[config.mk]
export PLATFORM = sky130hd
export DESIGN_NAME = usb_pipe_dma_fifo_port
export DESIGN_NICKNAME = d
export VERILOG_FILES = /design/src/usb_pipe_dma_fifo_port_pkg.sv /design/src/updfp_sw_if.sv /design/src/updfp_switch.sv /design/src/usb_pipe_dma_fifo_port.sv
export VERILOG_INCLUDE_DIRS = /design/src
export SDC_FILE = /design/constraint.sdc
export NUM_CORES = 1
export LEC_CHECK = 0
export BUFFER_PORTS_ARGS = -buffer_cell sky130_fd_sc_hd__buf_2
export CORE_ASPECT_RATIO = 0.9
export CORE_MARGIN = 5
export CORE_UTILIZATION = 57
export CTS_CLUSTER_SIZE = 14
export DETAILED_ROUTE_END_ITERATION = 10
export PLACE_DENSITY = 0.85
export SLEW_MARGIN = 40
export SYNTH_ARGS = -nofsm -noshare
export SYNTH_HDL_FRONTEND = slang
export SYNTH_SLANG_ARGS = --single-unit
[constraint.sdc]
create_clock -name mclk -period 3.14 [get_ports mclk]
set_input_delay 0.157 -clock mclk [delete_from_list [all_inputs] [get_ports mclk]]
set_output_delay 0.157 -clock mclk [all_outputs]
set_load 0.01 [all_outputs]
[src/usb_pipe_dma_fifo_port_map.svh]
// register offsets, field positions, reset values and timing counts of the dma fifo port
`ifndef UPDFP_MAP_SVH
`define UPDFP_MAP_SVH

// register byte offsets, one aligned word each
`define UPDFP_OFF_SEL      8'h00
`define UPDFP_OFF_CFG      8'h04
`define UPDFP_OFF_CTR      8'h08
`define UPDFP_OFF_STAT     8'h0c

// select register fields
`define UPDFP_SEL_WIDE     4
`define UPDFP_SEL_REQEN    5
`define UPDFP_SEL_AUTOCLR  6
`define UPDFP_SEL_BURST    7

// config register fields
`define UPDFP_CFG_ENDMODE  3
`define UPDFP_CFG_RDYTIME  4

// control register fields
`define UPDFP_CTR_WREND    15
`define UPDFP_CTR_CLEAR    14

// status register fields
`define UPDFP_STAT_BUFFER_READY_EVENT    0

// reset values
`define UPDFP_PIPE_RST     4'h1
`define UPDFP_FORMAT_RST   3'h0

// timing
`define UPDFP_CLK_NS       10
`define UPDFP_TOGGLE_NS    300
`define UPDFP_TOGGLE_CYC   ((`UPDFP_TOGGLE_NS + `UPDFP_CLK_NS - 1) / `UPDFP_CLK_NS)
`define UPDFP_SWITCH_CYC   8
`define UPDFP_LEN_W        11

`endif

[src/usb_pipe_dma_fifo_port_pkg.sv]
// types shared by the dma fifo port modules
package updfp_pkg;
    typedef enum logic [2:0] {
        UPDFP_CPU_ONLY,
        UPDFP_REQ_ONLY,
        UPDFP_ACK_STROBE,
        UPDFP_ACK_ONLY,
        UPDFP_SPLIT
    } updfp_method_type;
endpackage : updfp_pkg
[src/updfp_sw_if.sv]
// pipe switch handshake between the port core and the switch tracker
interface updfp_sw_if;
    logic       sel_write;
    logic [3:0] new_pipe;
    logic       buf_toggle;
    logic [3:0] shown_pipe;
    logic       busy;
    modport ctl (output sel_write, output new_pipe, output buf_toggle,
                 input shown_pipe, input busy);
    modport trk (input sel_write, input new_pipe, input buf_toggle,
                 output shown_pipe, output busy);
endinterface : updfp_sw_if

[src/updfp_switch.sv]
// pipe switch and double buffer toggle tracker
`include "usb_pipe_dma_fifo_port_map.svh"
module updfp_switch (
    // clock and reset
    input wire logic mclk,
    input wire logic reset_n,
    // handshake with the port core
    updfp_sw_if.trk  sw
);
    import updfp_pkg::*;

    logic [3:0] pipe_reg;
    logic [3:0] target_reg;
    logic [5:0] count_reg;
    logic       start_switch;

    // a switch to the pipe already served costs nothing
    assign start_switch  = sw.sel_write && (sw.new_pipe != pipe_reg);
    assign sw.shown_pipe = pipe_reg;
    assign sw.busy       = (count_reg != 6'h00);

    // old pipe stays visible until the switch has settled
    always_ff @(posedge mclk) begin
        if (!reset_n) begin
            pipe_reg   <= `UPDFP_PIPE_RST;
            target_reg <= `UPDFP_PIPE_RST;
            count_reg  <= 6'h00;
        end else if (start_switch) begin
            target_reg <= sw.new_pipe;
            count_reg  <= 6'(`UPDFP_SWITCH_CYC);
        end else if (sw.buf_toggle && (count_reg == 6'h00)) begin
            target_reg <= pipe_reg;
            count_reg  <= 6'(`UPDFP_TOGGLE_CYC);
        end else if (count_reg != 6'h00) begin
            count_reg <= count_reg - 6'h01;
            if (count_reg == 6'h01) begin
                pipe_reg <= target_reg; // [RQ20]
            end
        end
    end

    property p_switch_old;
        @(posedge mclk) disable iff (!reset_n)
        start_switch |=> (sw.shown_pipe == $past(sw.shown_pipe)) && sw.busy;
    endproperty
    a_switch_old: assert property (p_switch_old) else $error("old pipe not shown"); // [RQ20]

    property p_switch_len;
        @(posedge mclk) disable iff (!reset_n)
        (start_switch && (count_reg == 6'h00)) ##1 (!sw.sel_write [*8])
            |=> !sw.busy && (sw.shown_pipe == $past(sw.new_pipe, 9));
    endproperty
    a_switch_len: assert property (p_switch_len) else $error("switch length wrong"); // [RQ20]
endmodule : updfp_switch

[src/usb_pipe_dma_fifo_port.sv]
// dma fifo port: request, acknowledge, transfer end, auto clear and ready timing
// Contract
// (RQ1) pipes one to nine may serve the port; request rises when that pipe is accessible
// (RQ2) cycle steal mode issues one request per byte or word moved
// (RQ3) burst mode holds the request until the buffer has been emptied
// (RQ4) a width bit picks 8 or 16 bit units; a field picks the served pipe
// (RQ5) software keeps the pipe selection fixed while a transfer runs
// (RQ6) format bits with request enable pick one of five access methods
// (RQ7) with acknowledge on the cpu bus, chip select stays high during port access
// (RQ8) transfer end pin drives on buffer reads and listens on buffer writes
// (RQ9) end mode 0 flags count end, short packet, zero packet; not plain ready
// (RQ10) end mode 1 flags count end, ready, short, zero into nonempty; not into empty
// (RQ11) a zero length packet into an empty buffer raises no request
// (RQ12) on writes an active transfer end edge commits the packet like write end
// (RQ13) auto clear set clears the pipe buffer once its received data is read
// (RQ14) without auto clear software clears after zero or deferred short packets
// (RQ15) auto clear only acts in the read direction
// (RQ16) ready timing 1 raises no buffer ready for a full packet
// (RQ17) ready timing 1 defers short and count end ready until read; 0 raises on receipt
// (RQ18) received length holds the last packet length before the ready event
// (RQ19) software keeps ready timing at 0 for write direction pipes
// (RQ20) during a pipe switch the old pipe reads back; software waits for port ready
// (RQ21) software waits the same way after a cpu port direction change
// (RQ22) after a double buffer toggle the accessor waits 300 ns
// (RQ23) after write end on an in pipe the accessor also waits 300 ns
// (RQ24) write end makes the data so far a complete packet ready to send
// (RQ25) request drops when request enable is 0 or the buffer is not accessible
`include "usb_pipe_dma_fifo_port_map.svh"
module usb_pipe_dma_fifo_port (
    // clock and reset
    input  wire logic                    mclk,
    input  wire logic                    reset_n,
    // register port
    input  wire logic [7:0]              reg_addr,
    input  wire logic [15:0]             reg_wdata,
    input  wire logic                    reg_write,
    input  wire logic                    reg_read,
    output logic      [15:0]             reg_rdata,
    // pipe buffer side
    input  wire logic                    buf_accessible,
    input  wire logic                    buf_read_dir,
    input  wire logic                    buf_last_unit,
    input  wire logic                    buf_is_empty,
    input  wire logic                    buf_toggle,
    input  wire logic                    rx_full_pkt,
    input  wire logic                    rx_short_pkt,
    input  wire logic                    rx_zero_pkt,
    input  wire logic                    rx_count_end,
    input  wire logic [`UPDFP_LEN_W-1:0] rx_length,
    output logic                         buf_unit_taken,
    output logic                         buf_clear,
    output logic                         buf_commit,
    output logic      [3:0]              buf_pipe,
    output logic                         buf_unit_wide,
    output logic                         buffer_ready_event,
    // dma pins
    output logic                         dma_request_n,
    input  wire logic                    dma_acknowledge_n,
    input  wire logic                    fifo_rd_n,
    input  wire logic                    fifo_wr_n,
    input  wire logic                    transfer_end_pin_i,
    output logic                         transfer_end_pin_o,
    output logic                         transfer_end_pin_oe_n
);
    import updfp_pkg::*;

    updfp_sw_if sw ();

    updfp_switch u_switch (
        .mclk    (mclk),
        .reset_n (reset_n),
        .sw      (sw.trk)
    );

    // pipe zero belongs to the cpu port only
    function automatic logic pipe_ok(input logic [3:0] p);
        pipe_ok = (p >= 4'h1) && (p <= 4'h9);
    endfunction : pipe_ok

    function automatic logic is_addr(input logic [7:0] a, input logic [7:0] off);
        is_addr = (a == off);
    endfunction : is_addr

    // software state
    logic                    wide_reg;
    logic                    req_en_reg;
    logic                    auto_clr_reg;
    logic                    burst_reg;
    logic [2:0]              format_reg;
    logic                    end_mode_reg;
    logic                    rdy_time_reg;
    logic                    buffer_ready_event_flag_reg;
    logic [`UPDFP_LEN_W-1:0] length_reg;
    // transfer state
    logic                    gap_reg;
    logic                    last_done_reg;
    logic                    zero_empty_reg;
    logic                    end_pend_reg;
    logic                    defer_reg;
    // pins: meta stage, sync stage, previous sync value
    logic [3:0]              pin_meta_reg;
    logic [3:0]              pin_sync_reg;
    logic [3:0]              pin_prev_reg;

    // register decode
    logic wr_sel;
    logic wr_cfg;
    logic wr_ctr;
    logic wr_stat;
    logic sw_clear;
    logic sw_wr_end;
    assign wr_sel    = reg_write && is_addr(reg_addr, `UPDFP_OFF_SEL);
    assign wr_cfg    = reg_write && is_addr(reg_addr, `UPDFP_OFF_CFG);
    assign wr_ctr    = reg_write && is_addr(reg_addr, `UPDFP_OFF_CTR);
    assign wr_stat   = reg_write && is_addr(reg_addr, `UPDFP_OFF_STAT);
    assign sw_clear  = wr_ctr && reg_wdata[`UPDFP_CTR_CLEAR];
    assign sw_wr_end = wr_ctr && reg_wdata[`UPDFP_CTR_WREND];

    // switch tracker hookup; out of range pipes are never requested
    assign sw.sel_write  = wr_sel && pipe_ok(reg_wdata[3:0]); // [RQ1]
    assign sw.new_pipe   = reg_wdata[3:0]; // [RQ4] [RQ5]
    assign sw.buf_toggle = buf_toggle; // [RQ22]

    // access method from format and request enable
    updfp_method_type method;
    assign method = !req_en_reg            ? UPDFP_CPU_ONLY   :
                    (format_reg == 3'h0)   ? UPDFP_REQ_ONLY   :
                    (format_reg == 3'h2)   ? UPDFP_ACK_STROBE :
                    (format_reg == 3'h3)   ? UPDFP_ACK_ONLY   :
                    (format_reg == 3'h6)   ? UPDFP_SPLIT      : UPDFP_CPU_ONLY; // [RQ6]

    // synchronised pin views: bit 0 ack, 1 rd, 2 wr, 3 transfer end
    logic ack_act;
    logic ack_edge;
    logic strobe_edge;
    logic pins_idle;
    logic te_rise;
    assign ack_act     = !pin_sync_reg[0];
    assign ack_edge    = ack_act && pin_prev_reg[0];
    assign strobe_edge = (!pin_sync_reg[1] && pin_prev_reg[1]) ||
                         (!pin_sync_reg[2] && pin_prev_reg[2]);
    assign pins_idle   = pin_sync_reg[0] && pin_sync_reg[1] && pin_sync_reg[2];
    assign te_rise     = pin_sync_reg[3] && !pin_prev_reg[3];

    // a unit moves on the edge that the chosen method defines
    logic raw_take;
    logic unit_take;
    logic read_done;
    always_comb begin
        case (method)
            UPDFP_REQ_ONLY:   raw_take = strobe_edge;
            UPDFP_ACK_STROBE: raw_take = strobe_edge && ack_act; // [RQ7]
            UPDFP_ACK_ONLY:   raw_take = ack_edge;
            UPDFP_SPLIT:      raw_take = ack_edge;
            default:          raw_take = 1'b0;
        endcase
    end
    assign unit_take = raw_take && !dma_request_n;
    assign read_done = unit_take && buf_last_unit && buf_read_dir;

    // gap after a unit: steal mode waits for the bus to go idle, the last unit in either mode for the buffer
    logic gap_set;
    logic gap_next;
    logic last_next;
    assign gap_set   = unit_take && (!burst_reg || buf_last_unit); // [RQ2] [RQ3]
    assign last_next = gap_set ? buf_last_unit : last_done_reg;
    assign gap_next  = gap_set ? 1'b1 :
                       (gap_reg && (last_done_reg ? buf_accessible : !pins_idle));

    // request level
    logic req_next;
    logic zero_empty_ev;
    assign req_next = (method != UPDFP_CPU_ONLY) && buf_accessible && !sw.busy && // [RQ1]
                      !gap_reg && !gap_set && !zero_empty_reg && !zero_empty_ev; // [RQ11] [RQ25]

    // receive events and their end and ready consequences
    logic any_rx;
    logic end_ev;
    logic buffer_ready_event_now;
    logic buffer_ready_event_raise;
    logic auto_clear;
    assign any_rx        = rx_full_pkt || rx_short_pkt || rx_zero_pkt || rx_count_end;
    assign zero_empty_ev = rx_zero_pkt && buf_is_empty;
    assign end_ev        = buf_read_dir && (rx_count_end || rx_short_pkt ||
                           (rx_zero_pkt && !buf_is_empty) ||
                           (end_mode_reg ? rx_full_pkt : zero_empty_ev)); // [RQ9] [RQ10]
    assign buffer_ready_event_now      = rdy_time_reg ? rx_zero_pkt : any_rx; // [RQ16] [RQ17]
    assign buffer_ready_event_raise    = buffer_ready_event_now || (defer_reg && read_done); // [RQ17]
    assign auto_clear    = auto_clr_reg && buf_read_dir && (read_done || rx_zero_pkt); // [RQ13] [RQ15]

    // transfer end pin: drives on reads, marks the last unit
    logic te_out_next;
    assign te_out_next = buf_read_dir && end_pend_reg &&
                         ((req_next && buf_last_unit) || zero_empty_reg); // [RQ8] [RQ9]

    // readback mux; unmapped offsets read as zero
    logic [15:0] rd_mux;
    assign rd_mux = is_addr(reg_addr, `UPDFP_OFF_SEL)  ?
                        {8'h00, burst_reg, auto_clr_reg, req_en_reg, wide_reg, sw.shown_pipe} :
                    is_addr(reg_addr, `UPDFP_OFF_CFG)  ?
                        {11'h000, rdy_time_reg, end_mode_reg, format_reg} :
                    is_addr(reg_addr, `UPDFP_OFF_CTR)  ?
                        {2'b00, buf_accessible && !sw.busy, 2'b00, length_reg} :
                    is_addr(reg_addr, `UPDFP_OFF_STAT) ?
                        {13'h0000, end_pend_reg, !dma_request_n, buffer_ready_event_flag_reg} : 16'h0000;

    // pin synchronisers; only the sync and previous stages are looked at
    always_ff @(posedge mclk) begin
        if (!reset_n) begin
            pin_meta_reg <= 4'h7;
            pin_sync_reg <= 4'h7;
            pin_prev_reg <= 4'h7;
        end else begin
            pin_meta_reg <= {transfer_end_pin_i, fifo_wr_n, fifo_rd_n, dma_acknowledge_n};
            pin_sync_reg <= pin_meta_reg;
            pin_prev_reg <= pin_sync_reg;
        end
    end

    // software registers
    always_ff @(posedge mclk) begin
        if (!reset_n) begin
            wide_reg     <= 1'b0;
            req_en_reg   <= 1'b0;
            auto_clr_reg <= 1'b0;
            burst_reg    <= 1'b0;
            format_reg   <= `UPDFP_FORMAT_RST;
            end_mode_reg <= 1'b0;
            rdy_time_reg <= 1'b0;
        end else begin
            if (wr_sel) begin
                wide_reg     <= reg_wdata[`UPDFP_SEL_WIDE]; // [RQ4]
                req_en_reg   <= reg_wdata[`UPDFP_SEL_REQEN];
                auto_clr_reg <= reg_wdata[`UPDFP_SEL_AUTOCLR];
                burst_reg    <= reg_wdata[`UPDFP_SEL_BURST];
            end
            if (wr_cfg) begin
                format_reg   <= reg_wdata[2:0];
                end_mode_reg <= reg_wdata[`UPDFP_CFG_ENDMODE];
                rdy_time_reg <= reg_wdata[`UPDFP_CFG_RDYTIME]; // [RQ19]
            end
        end
    end

    // ready flag: a new event beats a software clear in the same cycle
    always_ff @(posedge mclk) begin
        if (!reset_n) begin
            buffer_ready_event_flag_reg <= 1'b0;
            length_reg    <= '0;
        end else begin
            buffer_ready_event_flag_reg <= buffer_ready_event_raise ||
                             (buffer_ready_event_flag_reg && !(wr_stat && reg_wdata[`UPDFP_STAT_BUFFER_READY_EVENT]));
            if (any_rx && buf_read_dir) begin
                length_reg <= rx_length; // [RQ18]
            end
        end
    end

    // transfer state; clears lose to events arriving in the same cycle
    always_ff @(posedge mclk) begin
        if (!reset_n) begin
            gap_reg        <= 1'b0;
            last_done_reg  <= 1'b0;
            zero_empty_reg <= 1'b0;
            end_pend_reg   <= 1'b0;
            defer_reg      <= 1'b0;
        end else begin
            gap_reg        <= gap_next;
            last_done_reg  <= gap_next && last_next;
            zero_empty_reg <= zero_empty_ev || (zero_empty_reg && !buf_clear); // [RQ11]
            end_pend_reg   <= end_ev || (end_pend_reg && !read_done && !buf_clear);
            defer_reg      <= (rdy_time_reg && (rx_short_pkt || rx_count_end)) ||
                              (defer_reg && !read_done && !buf_clear); // [RQ17]
        end
    end

    // registered outputs
    always_ff @(posedge mclk) begin
        if (!reset_n) begin
            reg_rdata             <= 16'h0000;
            dma_request_n         <= 1'b1;
            buf_unit_taken        <= 1'b0;
            buf_clear             <= 1'b0;
            buf_commit            <= 1'b0;
            buf_pipe              <= `UPDFP_PIPE_RST;
            buf_unit_wide         <= 1'b0;
            buffer_ready_event    <= 1'b0;
            transfer_end_pin_o    <= 1'b0;
            transfer_end_pin_oe_n <= 1'b1;
        end else begin
            reg_rdata             <= reg_read ? rd_mux : 16'h0000;
            dma_request_n         <= !req_next; // [RQ2] [RQ3] [RQ25]
            buf_unit_taken        <= unit_take;
            buf_clear             <= sw_clear || auto_clear; // [RQ13] [RQ15]
            buf_commit            <= !buf_read_dir && (te_rise || sw_wr_end); // [RQ12] [RQ24]
            buf_pipe              <= sw.shown_pipe;
            buf_unit_wide         <= wide_reg; // [RQ4]
            buffer_ready_event    <= buffer_ready_event_raise;
            transfer_end_pin_o    <= te_out_next;
            transfer_end_pin_oe_n <= !buf_read_dir; // [RQ8]
        end
    end

    property p_req_disable;
        @(posedge mclk) disable iff (!reset_n)
        (!req_en_reg || !buf_accessible) |=> dma_request_n;
    endproperty
    a_req_disable: assert property (p_req_disable) else $error("request while disabled"); // [RQ25]

    property p_steal_gap;
        @(posedge mclk) disable iff (!reset_n)
        (unit_take && !burst_reg) |=> dma_request_n;
    endproperty
    a_steal_gap: assert property (p_steal_gap) else $error("steal request held"); // [RQ2]

    property p_burst_hold;
        @(posedge mclk) disable iff (!reset_n)
        (burst_reg && !dma_request_n && buf_accessible && !buf_last_unit && !sw.busy &&
         (method != UPDFP_CPU_ONLY) && !zero_empty_reg && !zero_empty_ev) |=> !dma_request_n;
    endproperty
    a_burst_hold: assert property (p_burst_hold) else $error("burst request dropped"); // [RQ3]

    property p_zero_empty;
        @(posedge mclk) disable iff (!reset_n)
        (rx_zero_pkt && buf_is_empty && !buf_clear) |=> dma_request_n [*2];
    endproperty
    a_zero_empty: assert property (p_zero_empty) else $error("request on empty zero packet"); // [RQ11]

    property p_end_commit;
        @(posedge mclk) disable iff (!reset_n)
        (!buf_read_dir && te_rise) |=> buf_commit;
    endproperty
    a_end_commit: assert property (p_end_commit) else $error("end edge not committed"); // [RQ12]

    property p_auto_clear;
        @(posedge mclk) disable iff (!reset_n)
        (auto_clr_reg && read_done) |=> buf_clear;
    endproperty
    a_auto_clear: assert property (p_auto_clear) else $error("auto clear missing"); // [RQ13]

    property p_clear_dir;
        @(posedge mclk) disable iff (!reset_n)
        (!buf_read_dir && !sw_clear) |=> !buf_clear;
    endproperty
    a_clear_dir: assert property (p_clear_dir) else $error("clear in write direction"); // [RQ15]

    property p_full_quiet;
        @(posedge mclk) disable iff (!reset_n)
        (rdy_time_reg && rx_full_pkt && !rx_zero_pkt && !read_done) |=> !buffer_ready_event;
    endproperty
    a_full_quiet: assert property (p_full_quiet) else $error("ready on full packet"); // [RQ16]

    property p_pin_dir;
        @(posedge mclk) disable iff (!reset_n)
        $changed(buf_read_dir) |=> (transfer_end_pin_oe_n == !$past(buf_read_dir));
    endproperty
    a_pin_dir: assert property (p_pin_dir) else $error("end pin direction wrong"); // [RQ8]
endmodule : usb_pipe_dma_fifo_port

* Word-level counts from Yosys, hierarchy flattened
Cells that the tools add are included.
** Word-level totals
- Flip-flop bits (word level) :: 80
- Input bits :: 52
- Output and inout port bits :: 28
- Logic and storage cells :: 172
** Cells by class
- $add $sub $neg :: 1
- $lt $le $gt $ge :: 2
- Eq/ne operators :: 12
- Multiplexer cells :: 20
- Bitwise logic cells :: 4
- Reduce and logical (&&, ||, !) cells :: 99
** Operators with widths (number)
- 1-bit logical AND :: 49
- 1-bit zero test :: 18
- 3-bit two-way mux :: 6
- 1-bit logical OR :: 17
- 8-bit by 4-bit equality test with 1-bit output, second input constant :: 2
- 8-bit two-way mux :: 2
- 14-bit two-way mux :: 1
- 3-bit by 2-bit equality test with 1-bit output, second input constant :: 4
- 4-bit two-way mux :: 3
- 5-bit two-way mux :: 2
- 8-bit by 3-bit equality test with 1-bit output, second input constant :: 1
- 8-bit zero test :: 1
- 3-bit equality test, second input constant :: 2
- 6-bit by 1-bit equality test with 1-bit output, second input constant :: 1
- 6-bit zero test :: 1
- 3-bit nonzero test :: 2
- 6-bit nonzero test :: 1
- 6-bit by 1-bit subtractor with 6-bit output, second input constant :: 1
- 1-bit two-way mux :: 5
- 5-bit OR reduction :: 1
- 4-bit by 1-bit greater-or-equal comparator with 1-bit output, second input constant :: 1
- 4-bit <= comparator, second input constant :: 1
- 4-bit inequality test :: 1
- 1-bit NOT :: 4
- 9 further kinds :: 11

* Logic depth before layout (Yosys ltp)
Gate-level depths: netlist of the first run.
- Word-level depth :: 18
- Gate-level depth with buffers :: 6
- Gate-level depth less buffers :: 6

* By module
From an unflattened synthesis of the first run, not the netlist that was laid out.
** Unflattened totals
- Cell total of the unflattened synthesis :: 333
- Area, all modules :: 3131.8 sq um
** Modules (own cells, without submodules)
- usb_pipe_dma_fifo_port :: instances 1, cells each 248, area an instance 2379.8 sq um, seq. area each 1241.2 sq um
- updfp_switch :: instances 1, cells each 85, area an instance 752.0 sq um, seq. area each 280.3 sq um

* Worst setup path after synthesis of the first run
Ideal clock, no wire load.
- Path kind :: reg2reg
- Start :: register u_switch.count_reg[0]
- End :: register u_switch.target_reg[1]
- Library setup time :: 141 ps
- Data arrival time :: 1594 ps
- Required time :: 2999 ps
- Slack :: 1405 ps
- Stages on the path, launching flop included :: 7
- Path buffers :: 0
- Clock period less this slack :: 1735 ps
- Path through :: dfxtp_1 -> inv_1 -> ha_1 -> nor2b_1 -> nand3_1 -> a2111oi_0 -> a211oi_2
** On the way
- Word-level cells in the longest chain between the ends :: 3
** Ends and longest elaborated chain
- start, declared :: line updfp_switch.sv:14 : logic [5:0] count_reg;
- start signal, assigned :: line updfp_switch.sv:30 : count_reg <= 6'(`UPDFP_SWITCH_CYC);
- start signal, assigned :: line updfp_switch.sv:33 : count_reg <= 6'(`UPDFP_TOGGLE_CYC);
- start signal, assigned :: line updfp_switch.sv:35 : count_reg <= count_reg - 6'h01;
- 6-bit zero test :: line updfp_switch.sv:31 : end else if (sw.buf_toggle && (count_reg == 6'h00)) begin
- 1-bit logical AND :: line updfp_switch.sv:31
- 2-bit nonzero test (no source line)
- end signal, assigned :: line updfp_switch.sv:26 : target_reg <= `UPDFP_PIPE_RST;
- end signal, assigned :: line updfp_switch.sv:29 : target_reg <= sw.new_pipe;
- end signal, assigned :: line updfp_switch.sv:32 : target_reg <= pipe_reg;
- end, declared :: line updfp_switch.sv:13 : logic [3:0] target_reg;
Every way passes these cells.
A chain may end at the register's enable or synchronous reset.

* Worst setup path after layout of the first run
Ends and elaborated chain as after synthesis.

==> impl_results.html, run 1 <==
<table>
<tr><th>Metric</th><th>Value</th></tr>
<tr><th colspan="2">Placement</th></tr>
<tr><td>Half-perimeter wire length after detailed placement</td><td>5.66 mm</td></tr>
<tr><td>Final Wtd Congestion</td><td>0.862</td></tr>
<tr><td>Port Buf Inserts</td><td>69</td></tr>
<tr><td>Pre-CTS worst setup slack</td><td>1090 ps</td></tr>
<tr><th colspan="2">Routing</th></tr>
<tr><td>Vias after detailed routing</td><td>2880</td></tr>
<tr><td>Detailed-route wire length per cell</td><td>roughly 15 um</td></tr>
<tr><td>Starting DRT DRC Count</td><td>~180</td></tr>
<tr><td>Average via count per standard cell</td><td>between 5 and 6</td></tr>
<tr><td>Number of design rule violations left after detail routing</td><td>0</td></tr>
<tr><td>Wirelength, routed</td><td>between 7 and 8 mm</td></tr>
<tr><td>Count of antenna-violating nets left after detailed routing</td><td>0</td></tr>
<tr><td>Pre-antenna DRT Iters</td><td>5</td></tr>
<tr><th colspan="2">Cells and area</th></tr>
<tr><td>Final Util</td><td>69.0%</td></tr>
<tr><td>Fraction of final layout cells with drive strength greater than 1</td><td>24.2%</td></tr>
<tr><td>Area Overhead vs Synth</td><td>19.3%</td></tr>
<tr><td>Flip-flop count of the largest register, all copies and words added</td><td>12</td></tr>
<tr><td>Number of antenna repair diodes</td><td>0</td></tr>
<tr><td>Total number of nets in the final design</td><td>between 400 and 500</td></tr>
<tr><th colspan="2">Power and ir drop</th></tr>
<tr><td>P per Cell Area</td><td>~580 mW/mm^2</td></tr>
<tr><td>Leakage power summed over all cells</td><td>~1.7 nW</td></tr>
<tr><td>Total chip power</td><td>approximately 2.2 mW</td></tr>
<tr><td>Worst ir drop on vdd</td><td>0.000531 V</td></tr>
<tr><th colspan="2">Yosys</th></tr>
<tr><td>Instance count of the mapped netlist</td><td>about 360</td></tr>
<tr><td>Flip-flop cell with the highest count after synthesis</td><td>sky130_fd_sc_hd__dfxtp_1</td></tr>
<tr><td>Total number of yosys warnings</td><td>0</td></tr>
<tr><td>Post-Syn Area</td><td>0.00324 sq mm</td></tr>
<tr><td>Avg Synthesized Cell Area</td><td>just over 9 sq um</td></tr>
<tr><td>Sequential-to-total area share from yosys stat</td><td>a little under half</td></tr>
<tr><td>Cells taking the most area after synthesis</td><td>sky130_fd_sc_hd__dfxtp_1 (47%), sky130_fd_sc_hd__nand2_1 (5.6%), sky130_fd_sc_hd__mux2i_1 (4.9%)</td></tr>
<tr><td>Top cell type's share of synthesized area</td><td>between 40% and 50%</td></tr>
<tr><td>Proportion of synthesized flip-flops having asynchronous set or reset</td><td>0%</td></tr>
<tr><td>Cell type with the highest aggregate area in the netlist</td><td>sky130_fd_sc_hd__dfxtp_1</td></tr>
<tr><td>Count of distinct cell types in the synthesized netlist</td><td>60</td></tr>
<tr><td>Number of flops mapped to enable cells by yosys</td><td>0</td></tr>
<tr><td>Number of synthesized register bits</td><td>76</td></tr>
<tr><th colspan="2">Setup path</th></tr>
<tr><td>Path depth of the worst reg2reg path</td><td>6</td></tr>
<tr><td>Critical path class</td><td>reg2reg</td></tr>
<tr><td>Category of the worst setup path launch point</td><td>flop</td></tr>
<tr><td>Data required time at the worst endpoint</td><td>3350 ps</td></tr>
<tr><td>CP endpoint kind</td><td>flop</td></tr>
<tr><td>Max FO, Critical Path</td><td>6</td></tr>
<tr><td>Data arrival time at the worst-slack endpoint</td><td>around 2300 ps</td></tr>
<tr><th colspan="2">Clock tree</th></tr>
<tr><td>Worst skew pair latency</td><td>between 300 and 400 ps</td></tr>
<tr><td>H-Tree Depth</td><td>3</td></tr>
<tr><td>Maximum buffer depth of the clock tree</td><td>2</td></tr>
<tr><td>Clock-pin slew on the worst setup and hold paths</td><td>approximately 80 ps</td></tr>
<tr><td>Total setup buffers inserted after CTS</td><td>0</td></tr>
<tr><td>Clock buffer count from CTS</td><td>9</td></tr>
<tr><td>Clock root buffer</td><td>sky130_fd_sc_hd__clkbuf_8</td></tr>
<tr><td>Clock tree from TritonCTS</td><td>yes</td></tr>
<tr><td>Clock Sinks</td><td>76</td></tr>
<tr><th colspan="2">GRT</th></tr>
<tr><td>Via count of the first global-routing pass</td><td>between 2000 and 3000</td></tr>
<tr><td>GRT Resource Usage Total</td><td>21.9%</td></tr>
<tr><td>Maximum number of pins on one net before global-route repair</td><td>39</td></tr>
<tr><td>Antenna violations before repair</td><td>0</td></tr>
<tr><td>Overflow left after global routing</td><td>0</td></tr>
<tr><td>Wire length of the first global-routing pass</td><td>12.1 mm</td></tr>
<tr><th colspan="2">STA</th></tr>
<tr><td>Share of the clock period used by the worst path</td><td>between 60% and 70%</td></tr>
<tr><td>Fmax</td><td>476 MHz</td></tr>
<tr><td>Worst Max-Slew Pin Slew</td><td>around 640 ps</td></tr>
<tr><td>Final-report max-slew violation count</td><td>0</td></tr>
<tr><td>Slew margin rel.</td><td>a little under three fifths</td></tr>
<tr><td>Fin Setup TNS</td><td>0 ps</td></tr>
<tr><td>Final setup fails</td><td>0</td></tr>
<tr><td>Post-route worst setup slack</td><td>between 1000 and 1500 ps</td></tr>
<tr><td>Final Hold Vio Count</td><td>0</td></tr>
<tr><td>Final period demand of the worst path</td><td>about 2100 ps</td></tr>
<tr><td>Clock tree skew after final layout</td><td>5.51 ps</td></tr>
<tr><td>Unrepaired setup endpoints after global routing</td><td>no</td></tr>
<tr><th colspan="2">Run status</th></tr>
<tr><td>Run status</td><td>completed</td></tr>
<tr><th colspan="2">Floorplanning</th></tr>
<tr><td>Initial Utilization</td><td>a little under 60%</td></tr>
<tr><td>Number of placement rows</td><td>26</td></tr>
<tr><td>Die area</td><td>between 0.007 and 0.008 sq mm</td></tr>
<tr><td>Number of placed I/O pins</td><td>80</td></tr>
<tr><td>Core box area</td><td>around 0.0056 sq mm</td></tr>
<tr><td>Width of the die</td><td>89.4 um</td></tr>
<tr><td>Die Y</td><td>between 80 and 90 um</td></tr>
<tr><th colspan="2">Hold path</th></tr>
<tr><td>Kind of path behind the tightest hold check</td><td>in2reg</td></tr>
<tr><td>Hold path cells</td><td>2</td></tr>
<tr><th colspan="2">Job</th></tr>
<tr><td>Max cap viols</td><td>0</td></tr>
</table>
-- final timing paths --
check / start / to / slack [ps]
worst min register to register: pin_meta_reg[1] / pin_sync_reg[1] / 420
worst min-delay path: transfer_end_pin_i / pin_meta_reg[3] / 20
worst max-delay path: u_switch.count_reg[0] / u_switch.target_reg[1] / 1040
worst max register to register: u_switch.count_reg[0] / u_switch.target_reg[1] / 1040
-- what timing repair did --
item                                    in CTS  in global routing
endpoints found under the setup margin       0                  0
hold buffers                                 3                  0
endpoints found under the hold margin        3                  0
resized for setup                            0                  0
-- critical path, stage by stage, from the launching register on --
cell and delay, ps:
sky130_fd_sc_hd__dfxtp_1 340, sky130_fd_sc_hd__inv_1 100, sky130_fd_sc_hd__ha_1 210, sky130_fd_sc_hd__nor2b_1 370, sky130_fd_sc_hd__nand3_1 250, sky130_fd_sc_hd__a2111oi_0 620, sky130_fd_sc_hd__a211oi_2 80
-- layout make-up --
class / instances / area (sq um)
Tap cell: 70 / 87.6
Inverter: 13 / 48.8
Clock buffer: 10 / 138
Multi-Input combinational cell: 253 / 1600
Fill cell: 414 / 1740
Timing Repair Buffer: 75 / 398
Clock inverter: 6 / 63.8
Sequential cell: 76 / 1520
-- cells in the final DEF, fill, tap and decap left out, types with 8 or more instances in the layout --
cell	instances
sky130_fd_sc_hd__dfxtp_1	76
sky130_fd_sc_hd__nand2_1	48
sky130_fd_sc_hd__nor2_1	25
sky130_fd_sc_hd__buf_2	69
sky130_fd_sc_hd__and3_1	9
sky130_fd_sc_hd__a21oi_1	20
sky130_fd_sc_hd__o21ai_0	8
sky130_fd_sc_hd__mux2i_1	16
sky130_fd_sc_hd__nor3_1	10
sky130_fd_sc_hd__clkbuf_8	10
sky130_fd_sc_hd__nand2b_1	18
sky130_fd_sc_hd__nand3_1	9
sky130_fd_sc_hd__inv_1	13
-- cell families after synthesis --
group           Yosys count  synth area share [%]
simple gates            155                  25.3
flops                    76                  47.0
compound gates           69                  16.0
buf+inv                  29                  3.83
mux                      17                  5.30
xor+xnor                  5                  1.35
fa+ha+maj                 3                  1.08
other cells               1                 0.116
-- synth_stat cells, types with 6 or more instances --
cell / number
sky130_fd_sc_hd__nand3_1: 9
sky130_fd_sc_hd__nor2_1: 25
sky130_fd_sc_hd__o21ai_0: 8
sky130_fd_sc_hd__clkbuf_1: 10
sky130_fd_sc_hd__nor3_1: 10
sky130_fd_sc_hd__nand2_1: 48
sky130_fd_sc_hd__inv_1: 13
sky130_fd_sc_hd__nand2b_1: 18
sky130_fd_sc_hd__and2_1: 6
sky130_fd_sc_hd__a21oi_1: 20
sky130_fd_sc_hd__and3_1: 9
sky130_fd_sc_hd__mux2i_1: 16
sky130_fd_sc_hd__dfxtp_1: 76
-- per-layer routing --
| metal | vias up | track usage (%) | wire, um | part of all wire, % |
|---|---|---|---|---|
| met5 | - | 0 | 0 | 0 |
| met2 | 115 | 33.4 | 3510 | 46 |
| met1 | 1338 | 28.1 | 3380 | 44 |
| met3 | 25 | 6.22 | 604 | 7.8 |
| met4 | 0 | 11.3 | 214 | 2.8 |
| li1 | 1402 | - | - | - |
-- power breakdown --
group	internal (mW)	switching [mW]
Clock	0.387	0.355
Combinational	0.177	0.246
Sequential	1.03	0.0542
Total	1.59	0.655
-- through the flow --
| stage | cell area, sq um | cells | hold slack [ps] |
|---|---|---|---|
| 6_report | 3860 | 503 | 16.9 |
| 5_1_grt | 3860 | 503 | 17.8 |
| 4_1_cts | 3860 | 503 | 7.70 |
| 3_5_place_dp | 3630 | 484 | 340 |
| 3_3_place_gp | 3630 | 484 | 336 |
| 2_1_floorplan | 3250 | 358 | 258 |
(Power assumes the default switching activity.)
==> run 2, diff against run 1 <==
Settings changed: CORE_UTILIZATION 57 to 48, PLACE_DENSITY 0.85 to 0.76.
Clock period 3.14 ns to 1.93 ns, I/O delays scaled along.
==> impl_results.html, run 2 (same netlist as run 1, synthesis figures left out) <==
<table>
<tr><th>Metric</th><th>Value</th></tr>
<tr><th colspan="2">Run status</th></tr>
<tr><td>Run status</td><td>completed</td></tr>
<tr><th colspan="2">Hold path</th></tr>
<tr><td>Hold path cells</td><td>3 (+1)</td></tr>
<tr><td>Sink of the worst hold path</td><td>wide_reg</td></tr>
<tr><td>Kind of path behind the tightest hold check</td><td>in2reg</td></tr>
<tr><td>Hold_sp</td><td>reg_wdata[4]</td></tr>
<tr><th colspan="2">GRT</th></tr>
<tr><td>Maximum number of pins on one net before global-route repair</td><td>19 (-51%)</td></tr>
<tr><td>Overflow left after global routing</td><td>0 (unchanged)</td></tr>
<tr><td>Antenna violations before repair</td><td>0 (unchanged)</td></tr>
<tr><td>Wire length of the first global-routing pass</td><td>13.8 mm (+14%)</td></tr>
<tr><td>GRT Resource Usage Total</td><td>21.2% (-0.64 points)</td></tr>
<tr><td>Via count of the first global-routing pass</td><td>2942 (+12%)</td></tr>
<tr><th colspan="2">Clock tree</th></tr>
<tr><td>Clock root buffer</td><td>sky130_fd_sc_hd__clkbuf_8</td></tr>
<tr><td>Worst skew pair latency</td><td>350 ps (about the same)</td></tr>
<tr><td>Maximum buffer depth of the clock tree</td><td>2 (unchanged)</td></tr>
<tr><td>Clock-pin slew on the worst setup and hold paths</td><td>80 ps (about the same)</td></tr>
<tr><td>Clock buffer count from CTS</td><td>9 (unchanged)</td></tr>
<tr><td>Clock tree from TritonCTS</td><td>yes</td></tr>
<tr><td>Clock Sinks</td><td>76 (unchanged)</td></tr>
<tr><td>Total setup buffers inserted after CTS</td><td>0 (unchanged)</td></tr>
<tr><td>H-Tree Depth</td><td>3 (unchanged)</td></tr>
<tr><th colspan="2">Cells and area</th></tr>
<tr><td>Fraction of final layout cells with drive strength greater than 1</td><td>25.5% (+1.2 points)</td></tr>
<tr><td>Flip-flop count of the largest register, all copies and words added</td><td>12 (unchanged)</td></tr>
<tr><td>Final Util</td><td>64.0% (-5.0 points)</td></tr>
<tr><td>Number of antenna repair diodes</td><td>0 (unchanged)</td></tr>
<tr><td>Count of placed standard cells in the final layout, fillers left out</td><td>553 (+9.9%)</td></tr>
<tr><td>Storage cell area</td><td>0.00152 sq mm (unchanged)</td></tr>
<tr><td>Total number of nets in the final design</td><td>512 (+6.2%)</td></tr>
<tr><td>Most frequent cells in the layout</td><td>sky130_fd_sc_hd__dfxtp_1 (76), sky130_fd_sc_hd__buf_2 (69), sky130_fd_sc_hd__nand2_1 (48)</td></tr>
<tr><td>Commonest non-fill, non-tap cell in the layout</td><td>sky130_fd_sc_hd__dfxtp_1</td></tr>
<tr><td>Area Overhead vs Synth</td><td>30.2%</td></tr>
<tr><td>Area taken by multi-input logic gates</td><td>0.00161 sq mm (+0.62%)</td></tr>
<tr><td>Filler cell count</td><td>576 (+39%)</td></tr>
<tr><th colspan="2">Power and ir drop</th></tr>
<tr><td>Clock share of power</td><td>36.7% (+3.7 points)</td></tr>
<tr><td>Internal</td><td>2.93 mW (+84%)</td></tr>
<tr><td>Worst ir drop on vdd</td><td>0.000657 V (+24%)</td></tr>
<tr><td>Leakage power summed over all cells</td><td>1.82 nW (+9.3%)</td></tr>
<tr><td>Share of power burned in combinational logic</td><td>19.2% (+0.4 points)</td></tr>
<tr><td>P per Cell Area</td><td>950 mW/mm^2 (+63%)</td></tr>
<tr><td>Net Sw Power</td><td>1.08 mW (+64%)</td></tr>
<tr><td>Fraction of power consumed by sequential logic</td><td>44.0% (-4.2 points)</td></tr>
<tr><td>Sw Ratio</td><td>26.9% (-2.2 points)</td></tr>
<tr><th colspan="2">Routing</th></tr>
<tr><td>Detailed-route wire length per cell</td><td>15.3 um (about the same)</td></tr>
<tr><td>Starting DRT DRC Count</td><td>209 (+19%)</td></tr>
<tr><td>Count of antenna-violating nets left after detailed routing</td><td>0 (unchanged)</td></tr>
<tr><td>Vias after detailed routing</td><td>3014 (+4.7%)</td></tr>
<tr><td>Average via count per standard cell</td><td>5.45 (-4.8%)</td></tr>
<tr><td>Wirelength, routed</td><td>8.49 mm (+10%)</td></tr>
<tr><td>Number of design rule violations left after detail routing</td><td>0 (unchanged)</td></tr>
<tr><td>Pre-antenna DRT Iters</td><td>4 (-1)</td></tr>
<tr><th colspan="2">Floorplanning</th></tr>
<tr><td>Die area</td><td>0.00849 sq mm (+16%)</td></tr>
<tr><td>Number of placed I/O pins</td><td>80 (unchanged)</td></tr>
<tr><td>Die Y</td><td>87.9 um (+7.9%)</td></tr>
<tr><td>Width of the die</td><td>96.6 um (+8.0%)</td></tr>
<tr><td>Number of placement rows</td><td>28 (+7.7%)</td></tr>
<tr><td>Initial Utilization</td><td>49.1% (-8.7 points)</td></tr>
<tr><td>Core box area</td><td>0.00659 sq mm (+18%)</td></tr>
<tr><th colspan="2">Setup path</th></tr>
<tr><td>Data arrival time at the worst-slack endpoint</td><td>1970 ps (-350 ps)</td></tr>
<tr><td>Max FO, Critical Path</td><td>6 (unchanged)</td></tr>
<tr><td>Worst setup slack for register-to-register paths</td><td>190 ps (-850 ps)</td></tr>
<tr><td>CP endpoint kind</td><td>flop</td></tr>
<tr><td>Data required time at the worst endpoint</td><td>2160 ps (-1190 ps)</td></tr>
<tr><td>Path depth of the worst reg2reg path</td><td>6 (unchanged)</td></tr>
<tr><td>Startpoint of the worst register-to-register path</td><td>u_switch.count_reg[0]</td></tr>
<tr><td>Critical path class</td><td>reg2reg</td></tr>
<tr><td>End of the worst register-to-register path</td><td>u_switch.target_reg[1]</td></tr>
<tr><td>Category of the worst setup path launch point</td><td>flop</td></tr>
<tr><th colspan="2">STA</th></tr>
<tr><td>Share of the clock period used by the worst path</td><td>90.3% (+23 points)</td></tr>
<tr><td>Slew margin rel.</td><td>64.5% (+7.4 points)</td></tr>
<tr><td>Worst Max-Slew Pin Slew</td><td>532 ps (-111 ps)</td></tr>
<tr><td>Final Hold Vio Count</td><td>0 (unchanged)</td></tr>
<tr><td>Final period demand of the worst path</td><td>1740 ps (-359 ps)</td></tr>
<tr><td>Clock tree skew after final layout</td><td>7.11 ps (+1.61 ps)</td></tr>
<tr><td>Fmax</td><td>574 MHz (+21%)</td></tr>
<tr><td>Final-report max-slew violation count</td><td>0 (unchanged)</td></tr>
<tr><td>Final setup fails</td><td>0 (unchanged)</td></tr>
<tr><td>Hold Slack</td><td>31.0 ps (+14.1 ps)</td></tr>
<tr><th colspan="2">Placement</th></tr>
<tr><td>Port Buf Inserts</td><td>69 (unchanged)</td></tr>
<tr><td>Final Wtd Congestion</td><td>0.890 (+3.3%)</td></tr>
<tr><td>Post-Place Cells</td><td>515 (+6.4%)</td></tr>
<tr><td>Half-perimeter wire length after detailed placement</td><td>6.02 mm (+6.4%)</td></tr>
<tr><th colspan="2">Job</th></tr>
<tr><td>Max cap viols</td><td>0 (unchanged)</td></tr>
</table>
run 2: layout make-up:
class | instances | share of cell area (%)
Timing Repair Buffer | 105 | 15.9
Clock inverter | 6 | 2.64
Inverter | 13 | 1.16
Multi-Input combinational cell | 253 | 38.3
Tap cell | 90 | 2.67
Clock buffer | 10 | 3.27
Sequential cell | 76 | 36.1
run 2: worst max-delay path by stage:
stage / start / endpoint / slack (ps) / cells past startpoint
after floorplan: u_switch.count_reg[0] / u_switch.target_reg[1] / 190 / 6
after global placement: u_switch.count_reg[0] / u_switch.target_reg[1] / 130 / 6
after detailed placement: u_switch.count_reg[0] / u_switch.target_reg[1] / 70 / 6
after CTS: u_switch.count_reg[0] / u_switch.target_reg[1] / 60 / 6
after global routing: u_switch.count_reg[0] / u_switch.target_reg[1] / -7 / 6
final: u_switch.count_reg[0] / u_switch.target_reg[1] / 190 / 6
run 2: routing by layer:
metal | vias up | wire length, um | GRT usage, %
li1 | 1467 | - | -
met1 | 1406 | 3560 | 26.7
met5 | - | 0 | 0
met3 | 20 | 768 | 6.70
met2 | 121 | 3970 | 34.5
met4 | 0 | 192 | 7.26
run 2: through the flow:
| step | setup TNS (ps) | total power [mW] | area (sq um) | worst slack (ps) |
|---|---|---|---|---|
| after floorplan | 0 | 2.27 | 3250 | 195 |
| after global placement | 0 | 2.48 | 3740 | 135 |
| after detailed placement | 0 | 2.50 | 3740 | 72.7 |
| after CTS | 0 | 4.01 | 4210 | 63.0 |
| after global routing | -7.29 | 4.21 | 4220 | -7.29 |
| final | 0 | 4.00 | 4220 | 187 |
run 2: worst max-delay path, cell delays in order (launching register included):
cell and delay [ps]:
sky130_fd_sc_hd__dfxtp_1 330, sky130_fd_sc_hd__inv_1 90, sky130_fd_sc_hd__ha_1 210, sky130_fd_sc_hd__nor2b_2 280, sky130_fd_sc_hd__nand3_1 160, sky130_fd_sc_hd__a2111oi_1 470, sky130_fd_sc_hd__a211oi_2 80
run 2: what timing repair did:
item                                    in CTS  in global routing
hold buffers                                22                  0
hold endpoints to repair                    19                  0
endpoints found under the setup margin       0                  3
gates resized for setup                      0                  3
run 2: power by group through the flow:
| stage | clock network [mW] | registers [mW] | logic (mW) |
|---|---|---|---|
| final | 1.47 | 1.76 | 0.770 |
| after global routing | 1.57 | 1.78 | 0.862 |
| after CTS | 1.50 | 1.76 | 0.749 |
| after detailed placement | 0 | 1.80 | 0.709 |
| after global placement | 0 | 1.79 | 0.690 |
| after floorplan | 0 | 1.78 | 0.496 |
